**config.mk**
```make
export PLATFORM = sky130hd
export DESIGN_NAME = opcode_decoder
export DESIGN_NICKNAME = d
export VERILOG_FILES = /design/src/inc/opdec_pkg.sv /design/src/hdl/opcode_decoder.sv
export VERILOG_INCLUDE_DIRS = /design/src /design/src/inc
export SDC_FILE = /design/constraint.sdc
export NUM_CORES = 1
export LEC_CHECK = 0
export BUFFER_PORTS_ARGS = -buffer_cell sky130_fd_sc_hd__buf_2
export CAP_MARGIN = 20
export CORE_MARGIN = 3
export CORE_UTILIZATION = 50
export DETAILED_ROUTE_END_ITERATION = 7
export GPL_ROUTABILITY_DRIVEN = 1
export PLACE_DENSITY_LB_ADDON = 0.1
export SLEW_MARGIN = 40
export SYNTH_ARGS = -nofsm -noshare
export SYNTH_HDL_FRONTEND = slang
export SYNTH_SLANG_ARGS = --single-unit
export TNS_END_PERCENT = 20
```
**constraint.sdc**
```tcl
create_clock -name sys_clk -period 7.3 [get_ports sys_clk]
set_input_delay 1.825 -clock sys_clk [delete_from_list [all_inputs] [get_ports sys_clk]]
set_output_delay 1.825 -clock sys_clk [all_outputs]
set_load 0.1 [all_outputs]
```
**src/inc/opdec_regs.svh**
```systemverilog
// decoder constants: opcode patterns, field positions, mod and r/m field values
`ifndef OPDEC_REGS_SVH
`define OPDEC_REGS_SVH
`define MOD_HI 7
`define MOD_LO 6
`define SUB_HI 5
`define SUB_LO 3
`define MOD_REG 2'h3
`define MOD_D8 2'h1
`define MOD_D16 2'h2
`define MOD_NONE 2'h0
`define RM_DIRECT 3'h6
`define PFX_REP_Z 8'hF3
`define PFX_REP_NZ 8'hF2
`define PFX_LOCK 8'hF0
`define PFX_TWO_BYTE 8'h0F
`define OP_CLR_TS 8'h06
`define INT3_TYPE 8'h03
`endif

```
**src/inc/opdec_pkg.sv**
```systemverilog
// decoder types: operation classes and the decoded result
package opdec_pkg;
    typedef enum logic [5:0] {
        OP_NONE = 6'h00, OP_ROTL = 6'h01, OP_ROTR = 6'h02, OP_RCL = 6'h03, OP_RCR = 6'h04,
        OP_SHL = 6'h05, OP_SHR = 6'h06, OP_SAR = 6'h07, OP_AND = 6'h08, OP_TEST = 6'h09,
        OP_OR = 6'h0A, OP_XOR = 6'h0B, OP_NOT = 6'h0C, OP_SMOVE = 6'h0D, OP_SCMP = 6'h0E,
        OP_SSCAN = 6'h0F, OP_SLOAD = 6'h10, OP_SSTORE = 6'h11, OP_SIN = 6'h12, OP_SOUT = 6'h13,
        OP_CALL = 6'h14, OP_CALLF = 6'h15, OP_JMP = 6'h16, OP_JMPF = 6'h17, OP_RET = 6'h18,
        OP_RETF = 6'h19, OP_JCC = 6'h1A, OP_LOOP = 6'h1B, OP_LOOPZ = 6'h1C, OP_LOOPNZ = 6'h1D,
        OP_JUMP_COUNT_ZERO = 6'h1E, OP_ENTER = 6'h1F, OP_LEAVE = 6'h20, OP_BOUND = 6'h21, OP_INT = 6'h22,
        OP_INTO = 6'h23, OP_CLC = 6'h24, OP_CMC = 6'h25, OP_STC = 6'h26, OP_HALT = 6'h27,
        OP_CLTS = 6'h28, OP_ESC = 6'h29, OP_OTHER = 6'h2A
    } op_class_t;
    typedef enum logic [1:0] {
        CNT_NONE = 2'h0, CNT_ONE = 2'h1, CNT_REG = 2'h2, CNT_IMM = 2'h3
    } count_src_t;
    typedef struct packed {
        op_class_t op;
        logic word;
        logic dir;
        logic [3:0] cond;
        count_src_t count_src;
        logic repeat_prefix;
        logic rep_z;
        logic lock;
        logic has_modrm;
        logic rm_is_reg;
        logic [1:0] modf;
        logic [2:0] regf;
        logic [2:0] rmf;
        logic [15:0] disp;
        logic [15:0] imm;
        logic [15:0] imm2;
        logic invalid;
    } decoded_t;
    typedef enum logic [2:0] {
        ST_OPC = 3'h0, ST_MODRM = 3'h1, ST_DISP = 3'h2, ST_IMM = 3'h3, ST_EXT = 3'h4
    } dec_state_t;
endpackage : opdec_pkg

```
**src/hdl/opcode_decoder.sv**
```systemverilog
// opcode decoder for logic, string, control-transfer and processor-control groups
`timescale 1ns/1ps
`include "opdec_regs.svh"

module opcode_decoder
    import opdec_pkg::*;
(
    // clock and reset
    input wire logic sys_clk,
    input wire logic reset_n,
    // byte stream from fetch
    input wire logic [7:0] fetch_byte,
    input wire logic fetch_valid,
    output logic fetch_ready,
    // decoded instruction to execution
    output decoded_t dec_out,
    output logic dec_valid,
    output logic esc_valid
);
    dec_state_t state, next_state;
    decoded_t cur;
    logic [1:0] disp_left;
    logic [2:0] imm_left, imm_total;

    // ----------------------------------------
    // first-byte decode
    // ----------------------------------------
    wire logic [7:0] b = fetch_byte;
    wire logic w = b[0];
    wire logic take = fetch_valid && fetch_ready;
    wire logic [7:0] immw = w ? 8'h02 : 8'h01;
    wire logic is_shift = (b[7:1] == 7'h68) || (b[7:1] == 7'h69) || (b[7:1] == 7'h60);
    wire logic is_grp1 = (b[7:1] == 7'h40);
    wire logic is_grp3 = (b[7:1] == 7'h7B);
    wire logic is_ff = (b == 8'hFF);
    wire logic is_esc = (b[7:3] == 5'h1B);
    wire logic is_jcc = (b[7:4] == 4'h7);
    wire logic is_prefix = (b == `PFX_REP_Z) || (b == `PFX_REP_NZ) || (b == `PFX_LOCK);
    wire logic needs_modrm = is_shift || is_grp1 || is_grp3 || is_ff || is_esc
        || (b[7:2] == 6'h08) || (b[7:2] == 6'h02) || (b[7:2] == 6'h0C)
        || (b[7:1] == 7'h42) || (b == 8'h62);
    // immediate bytes for opcodes whose length is fixed by the first byte
    wire logic [2:0] fixed_imm =
        (b[7:1] == 7'h12 || b[7:1] == 7'h54 || b[7:1] == 7'h1A) ? immw[2:0] :
        (b == 8'hE8 || b == 8'hE9 || b == 8'hC2 || b == 8'hCA || b == 8'hC8) ? 3'h2 :
        (b == 8'h9A || b == 8'hEA) ? 3'h4 :
        (b == 8'hEB || is_jcc || b[7:2] == 6'h38 || b == 8'hCD) ? 3'h1 : 3'h0;

    op_class_t op1;
    always_comb begin
        case (b)
            8'hEB, 8'hE9: op1 = OP_JMP;
            8'hEA: op1 = OP_JMPF;
            8'hE8: op1 = OP_CALL;
            8'h9A: op1 = OP_CALLF;
            8'hC3, 8'hC2: op1 = OP_RET;
            8'hCB, 8'hCA: op1 = OP_RETF;
            8'hE2: op1 = OP_LOOP;
            8'hE1: op1 = OP_LOOPZ;
            8'hE0: op1 = OP_LOOPNZ;
            8'hE3: op1 = OP_JUMP_COUNT_ZERO;
            8'hC8: op1 = OP_ENTER;
            8'hC9: op1 = OP_LEAVE;
            8'h62: op1 = OP_BOUND;
            8'hCD, 8'hCC: op1 = OP_INT;
            8'hCE: op1 = OP_INTO;
            8'hF8: op1 = OP_CLC;
            8'hF5: op1 = OP_CMC;
            8'hF9: op1 = OP_STC;
            8'hF4: op1 = OP_HALT;
            8'hA4, 8'hA5: op1 = OP_SMOVE;
            8'hA6, 8'hA7: op1 = OP_SCMP;
            8'hAE, 8'hAF: op1 = OP_SSCAN;
            8'hAC, 8'hAD: op1 = OP_SLOAD;
            8'hAA, 8'hAB: op1 = OP_SSTORE;
            8'h6C, 8'h6D: op1 = OP_SIN;
            8'h6E, 8'h6F: op1 = OP_SOUT;
            8'h20, 8'h21, 8'h22, 8'h23, 8'h24, 8'h25: op1 = OP_AND;
            8'h84, 8'h85, 8'hA8, 8'hA9: op1 = OP_TEST;
            8'h08, 8'h09, 8'h0A, 8'h0B, 8'h0C, 8'h0D: op1 = OP_OR;
            8'h30, 8'h31, 8'h32, 8'h33, 8'h34, 8'h35: op1 = OP_XOR;
            default: op1 = is_jcc ? OP_JCC : is_esc ? OP_ESC : OP_OTHER;
        endcase
    end

    // ----------------------------------------
    // ModR/M sub-op decode
    // ----------------------------------------
    wire logic [2:0] sub = b[`SUB_HI:`SUB_LO];
    wire logic [1:0] md = b[`MOD_HI:`MOD_LO];
    wire logic [1:0] disp_n = (md == `MOD_D8) ? 2'h1 : (md == `MOD_D16) ? 2'h2 :
        (md == `MOD_NONE && b[2:0] == `RM_DIRECT) ? 2'h2 : 2'h0;
    op_class_t op2;
    logic bad2;
    logic [2:0] imm2n;
    always_comb begin
        op2 = cur.op;
        bad2 = 1'b0;
        imm2n = 3'h0;
        if (cur.count_src != CNT_NONE) begin
            case (sub)
                3'h0: op2 = OP_ROTL;
                3'h1: op2 = OP_ROTR;
                3'h2: op2 = OP_RCL;
                3'h3: op2 = OP_RCR;
                3'h4: op2 = OP_SHL;
                3'h5: op2 = OP_SHR;
                3'h7: op2 = OP_SAR;
                default: bad2 = 1'b1;
            endcase
            imm2n = (cur.count_src == CNT_IMM) ? 3'h1 : 3'h0;
        end else if (cur.imm[8]) begin
            case (sub)
                3'h1: op2 = OP_OR;
                3'h4: op2 = OP_AND;
                3'h6: op2 = OP_XOR;
                default: op2 = OP_OTHER;
            endcase
            imm2n = cur.word ? 3'h2 : 3'h1;
        end else if (cur.imm[9]) begin
            case (sub)
                3'h0: op2 = OP_TEST;
                3'h2: op2 = OP_NOT;
                default: op2 = OP_OTHER;
            endcase
            imm2n = (sub == 3'h0) ? (cur.word ? 3'h2 : 3'h1) : 3'h0;
        end else if (cur.imm[10]) begin
            case (sub)
                3'h2: op2 = OP_CALL;
                3'h3: op2 = OP_CALLF;
                3'h4: op2 = OP_JMP;
                3'h5: op2 = OP_JMPF;
                default: op2 = OP_OTHER;
            endcase
            bad2 = md == `MOD_REG && (sub == 3'h3 || sub == 3'h5);
        end
    end

    // ----------------------------------------
    // sequencing
    // ----------------------------------------
    wire logic last_modrm = (disp_n == 2'h0) && (imm2n == 3'h0);
    wire logic last_byte =
        (state == ST_OPC && !is_prefix && b != `PFX_TWO_BYTE && !needs_modrm && fixed_imm == 3'h0)
        || (state == ST_MODRM && last_modrm) || (state == ST_DISP && disp_left == 2'h1 && imm_left == 3'h0)
        || (state == ST_IMM && imm_left == 3'h1) || state == ST_EXT;
    wire logic [3:0] imm_idx = {1'b0, imm_total - imm_left};

    always_comb begin
        next_state = state;
        case (state)
            ST_OPC: begin
                if (b == `PFX_TWO_BYTE) next_state = ST_EXT;
                else if (is_prefix) next_state = ST_OPC;
                else if (needs_modrm) next_state = ST_MODRM;
                else if (fixed_imm != 3'h0) next_state = ST_IMM;
            end
            ST_MODRM: next_state = (disp_n != 2'h0) ? ST_DISP : (imm2n != 3'h0) ? ST_IMM : ST_OPC;
            ST_DISP: next_state = (disp_left != 2'h1) ? ST_DISP : (imm_left != 3'h0) ? ST_IMM : ST_OPC;
            ST_IMM: next_state = (imm_left == 3'h1) ? ST_OPC : ST_IMM;
            ST_EXT: next_state = ST_OPC;
            default: next_state = ST_OPC;
        endcase
        if (last_byte) next_state = ST_OPC;
    end

    always_ff @(posedge sys_clk) begin
        if (!reset_n) begin
            state <= ST_OPC;
            cur <= '0;
            disp_left <= 2'h0;
            imm_left <= 3'h0;
            imm_total <= 3'h0;
            dec_out <= '0;
            dec_valid <= 1'b0;
            esc_valid <= 1'b0;
            fetch_ready <= 1'b0;
        end else begin
            fetch_ready <= 1'b1;
            dec_valid <= 1'b0;
            esc_valid <= 1'b0;
            if (take) begin
                state <= next_state;
                case (state)
                    ST_OPC: begin
                        if (b == `PFX_REP_Z || b == `PFX_REP_NZ) begin
                            cur.repeat_prefix <= 1'b1;
                            cur.rep_z <= b[0];
                        end else if (b == `PFX_LOCK) begin
                            cur.lock <= 1'b1;
                        end else begin
                            cur.op <= op1;
                            cur.word <= (is_jcc || b == 8'h62 || is_esc || is_ff) ? 1'b1 : w;
                            cur.dir <= b[1];
                            cur.cond <= b[3:0];
                            cur.count_src <= (b[7:1] == 7'h68) ? CNT_ONE : (b[7:1] == 7'h69) ? CNT_REG :
                                (b[7:1] == 7'h60) ? CNT_IMM : CNT_NONE;
                            cur.imm <= {5'h00, is_ff, is_grp3, is_grp1, (b == 8'hCC) ? `INT3_TYPE : 8'h00};
                            cur.imm2 <= '0;
                            cur.disp <= '0;
                            cur.has_modrm <= needs_modrm;
                            cur.invalid <= 1'b0;
                            imm_total <= fixed_imm;
                            imm_left <= fixed_imm;
                            // only compare and scan honour the zero sense
                            if (!(op1 == OP_SCMP || op1 == OP_SSCAN)) cur.rep_z <= 1'b1;
                        end
                    end
                    ST_MODRM: begin
                        cur.op <= op2;
                        cur.invalid <= bad2;
                        cur.imm <= '0;
                        cur.modf <= md;
                        cur.regf <= sub;
                        cur.rmf <= b[2:0];
                        cur.rm_is_reg <= (md == `MOD_REG);
                        disp_left <= disp_n;
                        imm_left <= imm2n;
                        imm_total <= imm2n;
                    end
                    ST_DISP: begin
                        disp_left <= disp_left - 2'h1;
                        if (cur.modf == `MOD_D8) cur.disp <= {{8{b[7]}}, b};
                        else if (disp_left == 2'h2) cur.disp[7:0] <= b;
                        else cur.disp[15:8] <= b;
                    end
                    ST_IMM: begin
                        imm_left <= imm_left - 3'h1;
                        case (imm_idx)
                            4'h0: cur.imm[7:0] <= b;
                            4'h1: cur.imm[15:8] <= b;
                            4'h2: cur.imm2[7:0] <= b;
                            default: cur.imm2[15:8] <= b;
                        endcase
                    end
                    default: cur <= cur;
                endcase
                if (last_byte) begin
                    dec_valid <= 1'b1;
                    cur.repeat_prefix <= 1'b0;
                    cur.lock <= 1'b0;
                    dec_out <= cur;
                    if (state == ST_OPC) begin
                        dec_out.op <= op1;
                        dec_out.word <= w;
                        dec_out.cond <= b[3:0];
                        dec_out.rep_z <= (op1 == OP_SCMP || op1 == OP_SSCAN) ? cur.rep_z : 1'b1;
                        dec_out.imm <= (b == 8'hCC) ? {8'h00, `INT3_TYPE} : 16'h0000;
                        dec_out.imm2 <= '0;
                        dec_out.disp <= '0;
                        dec_out.has_modrm <= 1'b0;
                        dec_out.count_src <= CNT_NONE;
                        dec_out.invalid <= 1'b0;
                    end else if (state == ST_MODRM) begin
                        dec_out.op <= op2;
                        dec_out.invalid <= bad2;
                        dec_out.modf <= md;
                        dec_out.regf <= sub;
                        dec_out.rmf <= b[2:0];
                        dec_out.rm_is_reg <= (md == `MOD_REG);
                        dec_out.imm <= '0;
                        esc_valid <= (cur.op == OP_ESC);
                    end else if (state == ST_DISP) begin
                        if (cur.modf == `MOD_D8) dec_out.disp <= {{8{b[7]}}, b};
                        else dec_out.disp[15:8] <= b;
                        esc_valid <= (cur.op == OP_ESC);
                    end else if (state == ST_IMM) begin
                        case (imm_idx)
                            4'h0: dec_out.imm[7:0] <= b;
                            4'h1: dec_out.imm[15:8] <= b;
                            4'h2: dec_out.imm2[7:0] <= b;
                            default: dec_out.imm2[15:8] <= b;
                        endcase
                    end else begin
                        dec_out.op <= (b == `OP_CLR_TS) ? OP_CLTS : OP_OTHER;
                    end
                end
            end
        end
    end
endmodule : opcode_decoder

```
==> summary by stage <==
Run status
The run finished with clean final reports.

Cells and area
The area added between synthesis and finish is 12.0%. The number of diodes is 0. In the final design database the tool counted 1168 nets. In the layout the commonest cells are sky130_fd_sc_hd__dfxtp_1, sky130_fd_sc_hd__a21oi_1, sky130_fd_sc_hd__nand2_1, sky130_fd_sc_hd__buf_2, sky130_fd_sc_hd__nor2_1. Once layout is done, the placed cells without fillers occupy 9970 µm². The library cell used most frequently in the layout, excluding fill and tap cells, is sky130_fd_sc_hd__dfxtp_1. The count of cells in the finished layout, fillers not included, comes to 1384. The ratio of cells with drive above 1 in the final layout is 14.1%.

Clocking
For this design, the CTS-stage hold fixing added 0 buffers. The clock network latency to the later pin of the worst-skew pair is 0.44 ns. The total CTS buffers is 17.

CTS saw 165 sinks. The maximum buffer depth of the clock tree is 2. The clock-pin slew of the registers on the worst-case setup and hold paths is 0.07 ns.

The post-cts repair resize count is 0. Buffers added to address setup during post-CTS repair amount to 0. The cell sitting at the root of the clock tree is a sky130_fd_sc_hd__clkbuf_16. The number of H-tree levels is 4. The CTS tree is yes.

Critical path
STA classifies the critical path startpoint as a primary input. STA classifies the critical path endpoint as a flop. The data arrival time of the critical path is 5.69 ns. Along the worst path, the maximum fanout reaches 52.

The worst reg-to-reg setup slack is 4.30 ns. By startpoint and endpoint, the worst setup path is classified as primary input to flop. The worst register-to-register path begins at state[1]. The critical path launch point is fetch_byte[4]. In this run the critical register-to-register path is captured at dec_out[74]. Following the worst setup path forward leads to its endpoint at dec_out[74]. The logic depth of the worst register-to-register path is 9. Data on the critical path is required at its endpoint by 7.64 ns.

Synthesis
The largest total area in the synthesized netlist belongs to sky130_fd_sc_hd__dfxtp_1. The cell area after synthesis is 8900 µm². Among all flip-flop cells after synthesis, the most frequent one is sky130_fd_sc_hd__dfxtp_1. Synthesis produced a netlist with a net count of 1145. In this run the biggest area consumer among cell types represents 37.1% of the synthesized area. Yosys mapped a number of flops with a built-in enable equal to 0.

The synthesized-area fraction occupied by adder cells is 1.63%. Synthesis inferred 165 register bits. After synthesis, the share of flip-flops with an asynchronous set or reset is 0%. Synthesis handed over a netlist of 1123 instances. A synthesized cell averages 7.93 µm². Of the total synthesized cell area, the portion taken by AND, OR, NAND and NOR gates is 22.4%.

Sorting the synthesized cells by area gives the leading types as sky130_fd_sc_hd__dfxtp_1, sky130_fd_sc_hd__a21oi_1, sky130_fd_sc_hd__nand2_1. For this run, the number of Yosys warnings is 0. The synthesized netlist devotes 0.464% of its cell area to XOR and XNOR gates.

By area, the combinational part of the netlist is dominated by compound AO/OA/AOI/OAI gates. The unique cell type count in the Yosys netlist is 80. The portion of synthesized area spent on multiplexers is 2.60%.

Summing the sequential cell areas from Yosys gives 37.1% of the chip area. The compound-gate portion of the synthesized area is 29.7%.

Die
The placement row count is 48. The die covers 19400 µm². Measured along the y axis, the die boundary spans 139 µm. The initial standard-cell utilization of the core is 51.3%.

The die is 139 µm wide. During I/O placement, the number of pins put on the boundary was 90. The core region area is 17400 µm².

Placement
The congestion estimate from routability-driven global placement came to 1.01. The number of placed instances with taps included is 1352. The cell area after placement is 9350 µm². Buffers placed on the I/O ports in this run total 89. The wire-length estimate of the detail-placed layout is 19.8 mm.

Power and ir drop
The overall power of the completed layout is 2390 µW. The power density over the cells is 239 nW/µm². Across the VDD grid, the largest voltage drop is 179 µV. In this run the static leakage power is 0.00405 µW.

GRT
The total congestion overflow after global routing is 0. The number of global-route vias before repair was 8202. The maximum number of pins on one net before global-route repair is 59. The total routing usage reported by global routing is 30.6%. The first global-routing pass estimated 47.6 mm of wire. The initial antenna violation count is 0.

Drt
The total iterations of the first detailed-routing run is 6. The via count normalized by instance count is 6.51. The wire length after detailed routing is 30.1 mm. Once detail routing completed, the nets flagged for antenna violations numbered 0.

The post-route DRC violation count is 0. The average wire per standard cell is 21.8 µm. The total via count in the routed design is 9016.

The detailed router finished its first iteration with 1132 violations.

Timing
For the pin with the worst max-slew slack, the measured transition is 0.891 ns. The final setup violation count is 0. For the finished layout, the period the worst path requires is 5.35 ns. Setup repair after global routing left no endpoint under its margin.

The final-report max-slew violation count is 0. In this run the tightest slew margin relative to its limit is 40.6%. The final hold violation count came to 0.

The setup TNS after final layout is 0 ns. The worst clock skew on the final layout is 0.0195 ns. The worst path uses 73.3% of the clock period. Hold timing on the final database bottoms out at a slack of 0.455 ns. The highest clock frequency the design can meet is 187 MHz.

Hold path
The type of the most critical hold path is flop to flop. The startpoint of the lowest-slack hold path is cur[64].

Flow run
The max-capacitance violation count is 0.
## final cells by class
type                    instances  area, µm²
clock buffers                  18        439
multi-input cells             830       5090
inverters                      24       90.1
clock inverters                14        165
repair buffers                108        598
flip-flops and latches        165       3300
fillers                      1641       7390
well taps                     225        282
## registers in the layout (all words and copies together), names as in the netlist
name         count
dec_valid        1
dec_out         76
fetch_ready      1
disp_left        2
esc_valid        1
cur             75
imm_total        3
imm_left         3
state            3
## synth_stat cells (all sizes together) (13+ instances only)
master	n
nand2	123
buf	37
o2bb2ai	25
a211oi	14
a22o	13
o211a	34
a31oi	15
dfxtp	165
a21oi	127
clkbuf	67
o21ai	56
mux2i	22
nand2b	14
a22oi	27
nand4	16
nor2	89
nor3	19
nand3	72
inv	24
## report_power, final
part / switching (µW) / total (µW) / leakage (µW) / internal [µW]
clock: 416 / 914 / 0.000299 / 498
combinational: 407 / 514 / 0.00242 / 107
sequential: 23.9 / 957 / 0.00134 / 934
## worst min path at each step
stage,to,slack (ns),cells past startpoint
after floorplan,dec_out[58],0.43,2
after global placement,cur[38],0.44,2
after detailed placement,dec_out[9],0.44,1
after CTS,cur[64],0.46,2
after global routing,cur[34],0.47,2
final,cur[64],0.46,2
## routing by layer
layer | vias up | track usage (%) | routed length [µm]
met2 | 522 | 43.2 | 12700
met3 | 85 | 6.39 | 2930
met4 | 0 | 12.5 | 1110
met5 | - | 0 | 0
li1 | 4189 | - | -
met1 | 4220 | 45.1 | 13400
## cell families (layout without fill, tap and decap cells)
group                      after synthesis  count (layout)
AOI/OAI and AO/OA                      386             386
muxes                                   23              23
buffers and inverters                  128             164
xor gates and xnor gates                 3               3
and+or+nand+nor                        407             407
adders and majority gates               11              11
DFF                                    165             165
## worst max-delay path, cell delays in order
cell and delay [ns]:
sky130_fd_sc_hd__buf_2 0.45, sky130_fd_sc_hd__inv_1 0.38, sky130_fd_sc_hd__ha_1 0.49, sky130_fd_sc_hd__inv_1 0.18
sky130_fd_sc_hd__or3_4 0.18, sky130_fd_sc_hd__o211ai_1 0.10, sky130_fd_sc_hd__or4_4 0.61, sky130_fd_sc_hd__o31ai_4 0.26
sky130_fd_sc_hd__buf_4 0.55, sky130_fd_sc_hd__a21oi_2 0.11, sky130_fd_sc_hd__buf_4 0.24, sky130_fd_sc_hd__a22o_1 0.26
## stage by stage
step                      utilization, %  setup WS (ns)
after floorplan                        -           2.90
after global placement              53.7           1.52
after detailed placement            53.9           1.60
after CTS                           57.4           2.04
after global routing                57.4           1.78
final                               57.4           1.95
(Power assumes the default switching activity.)
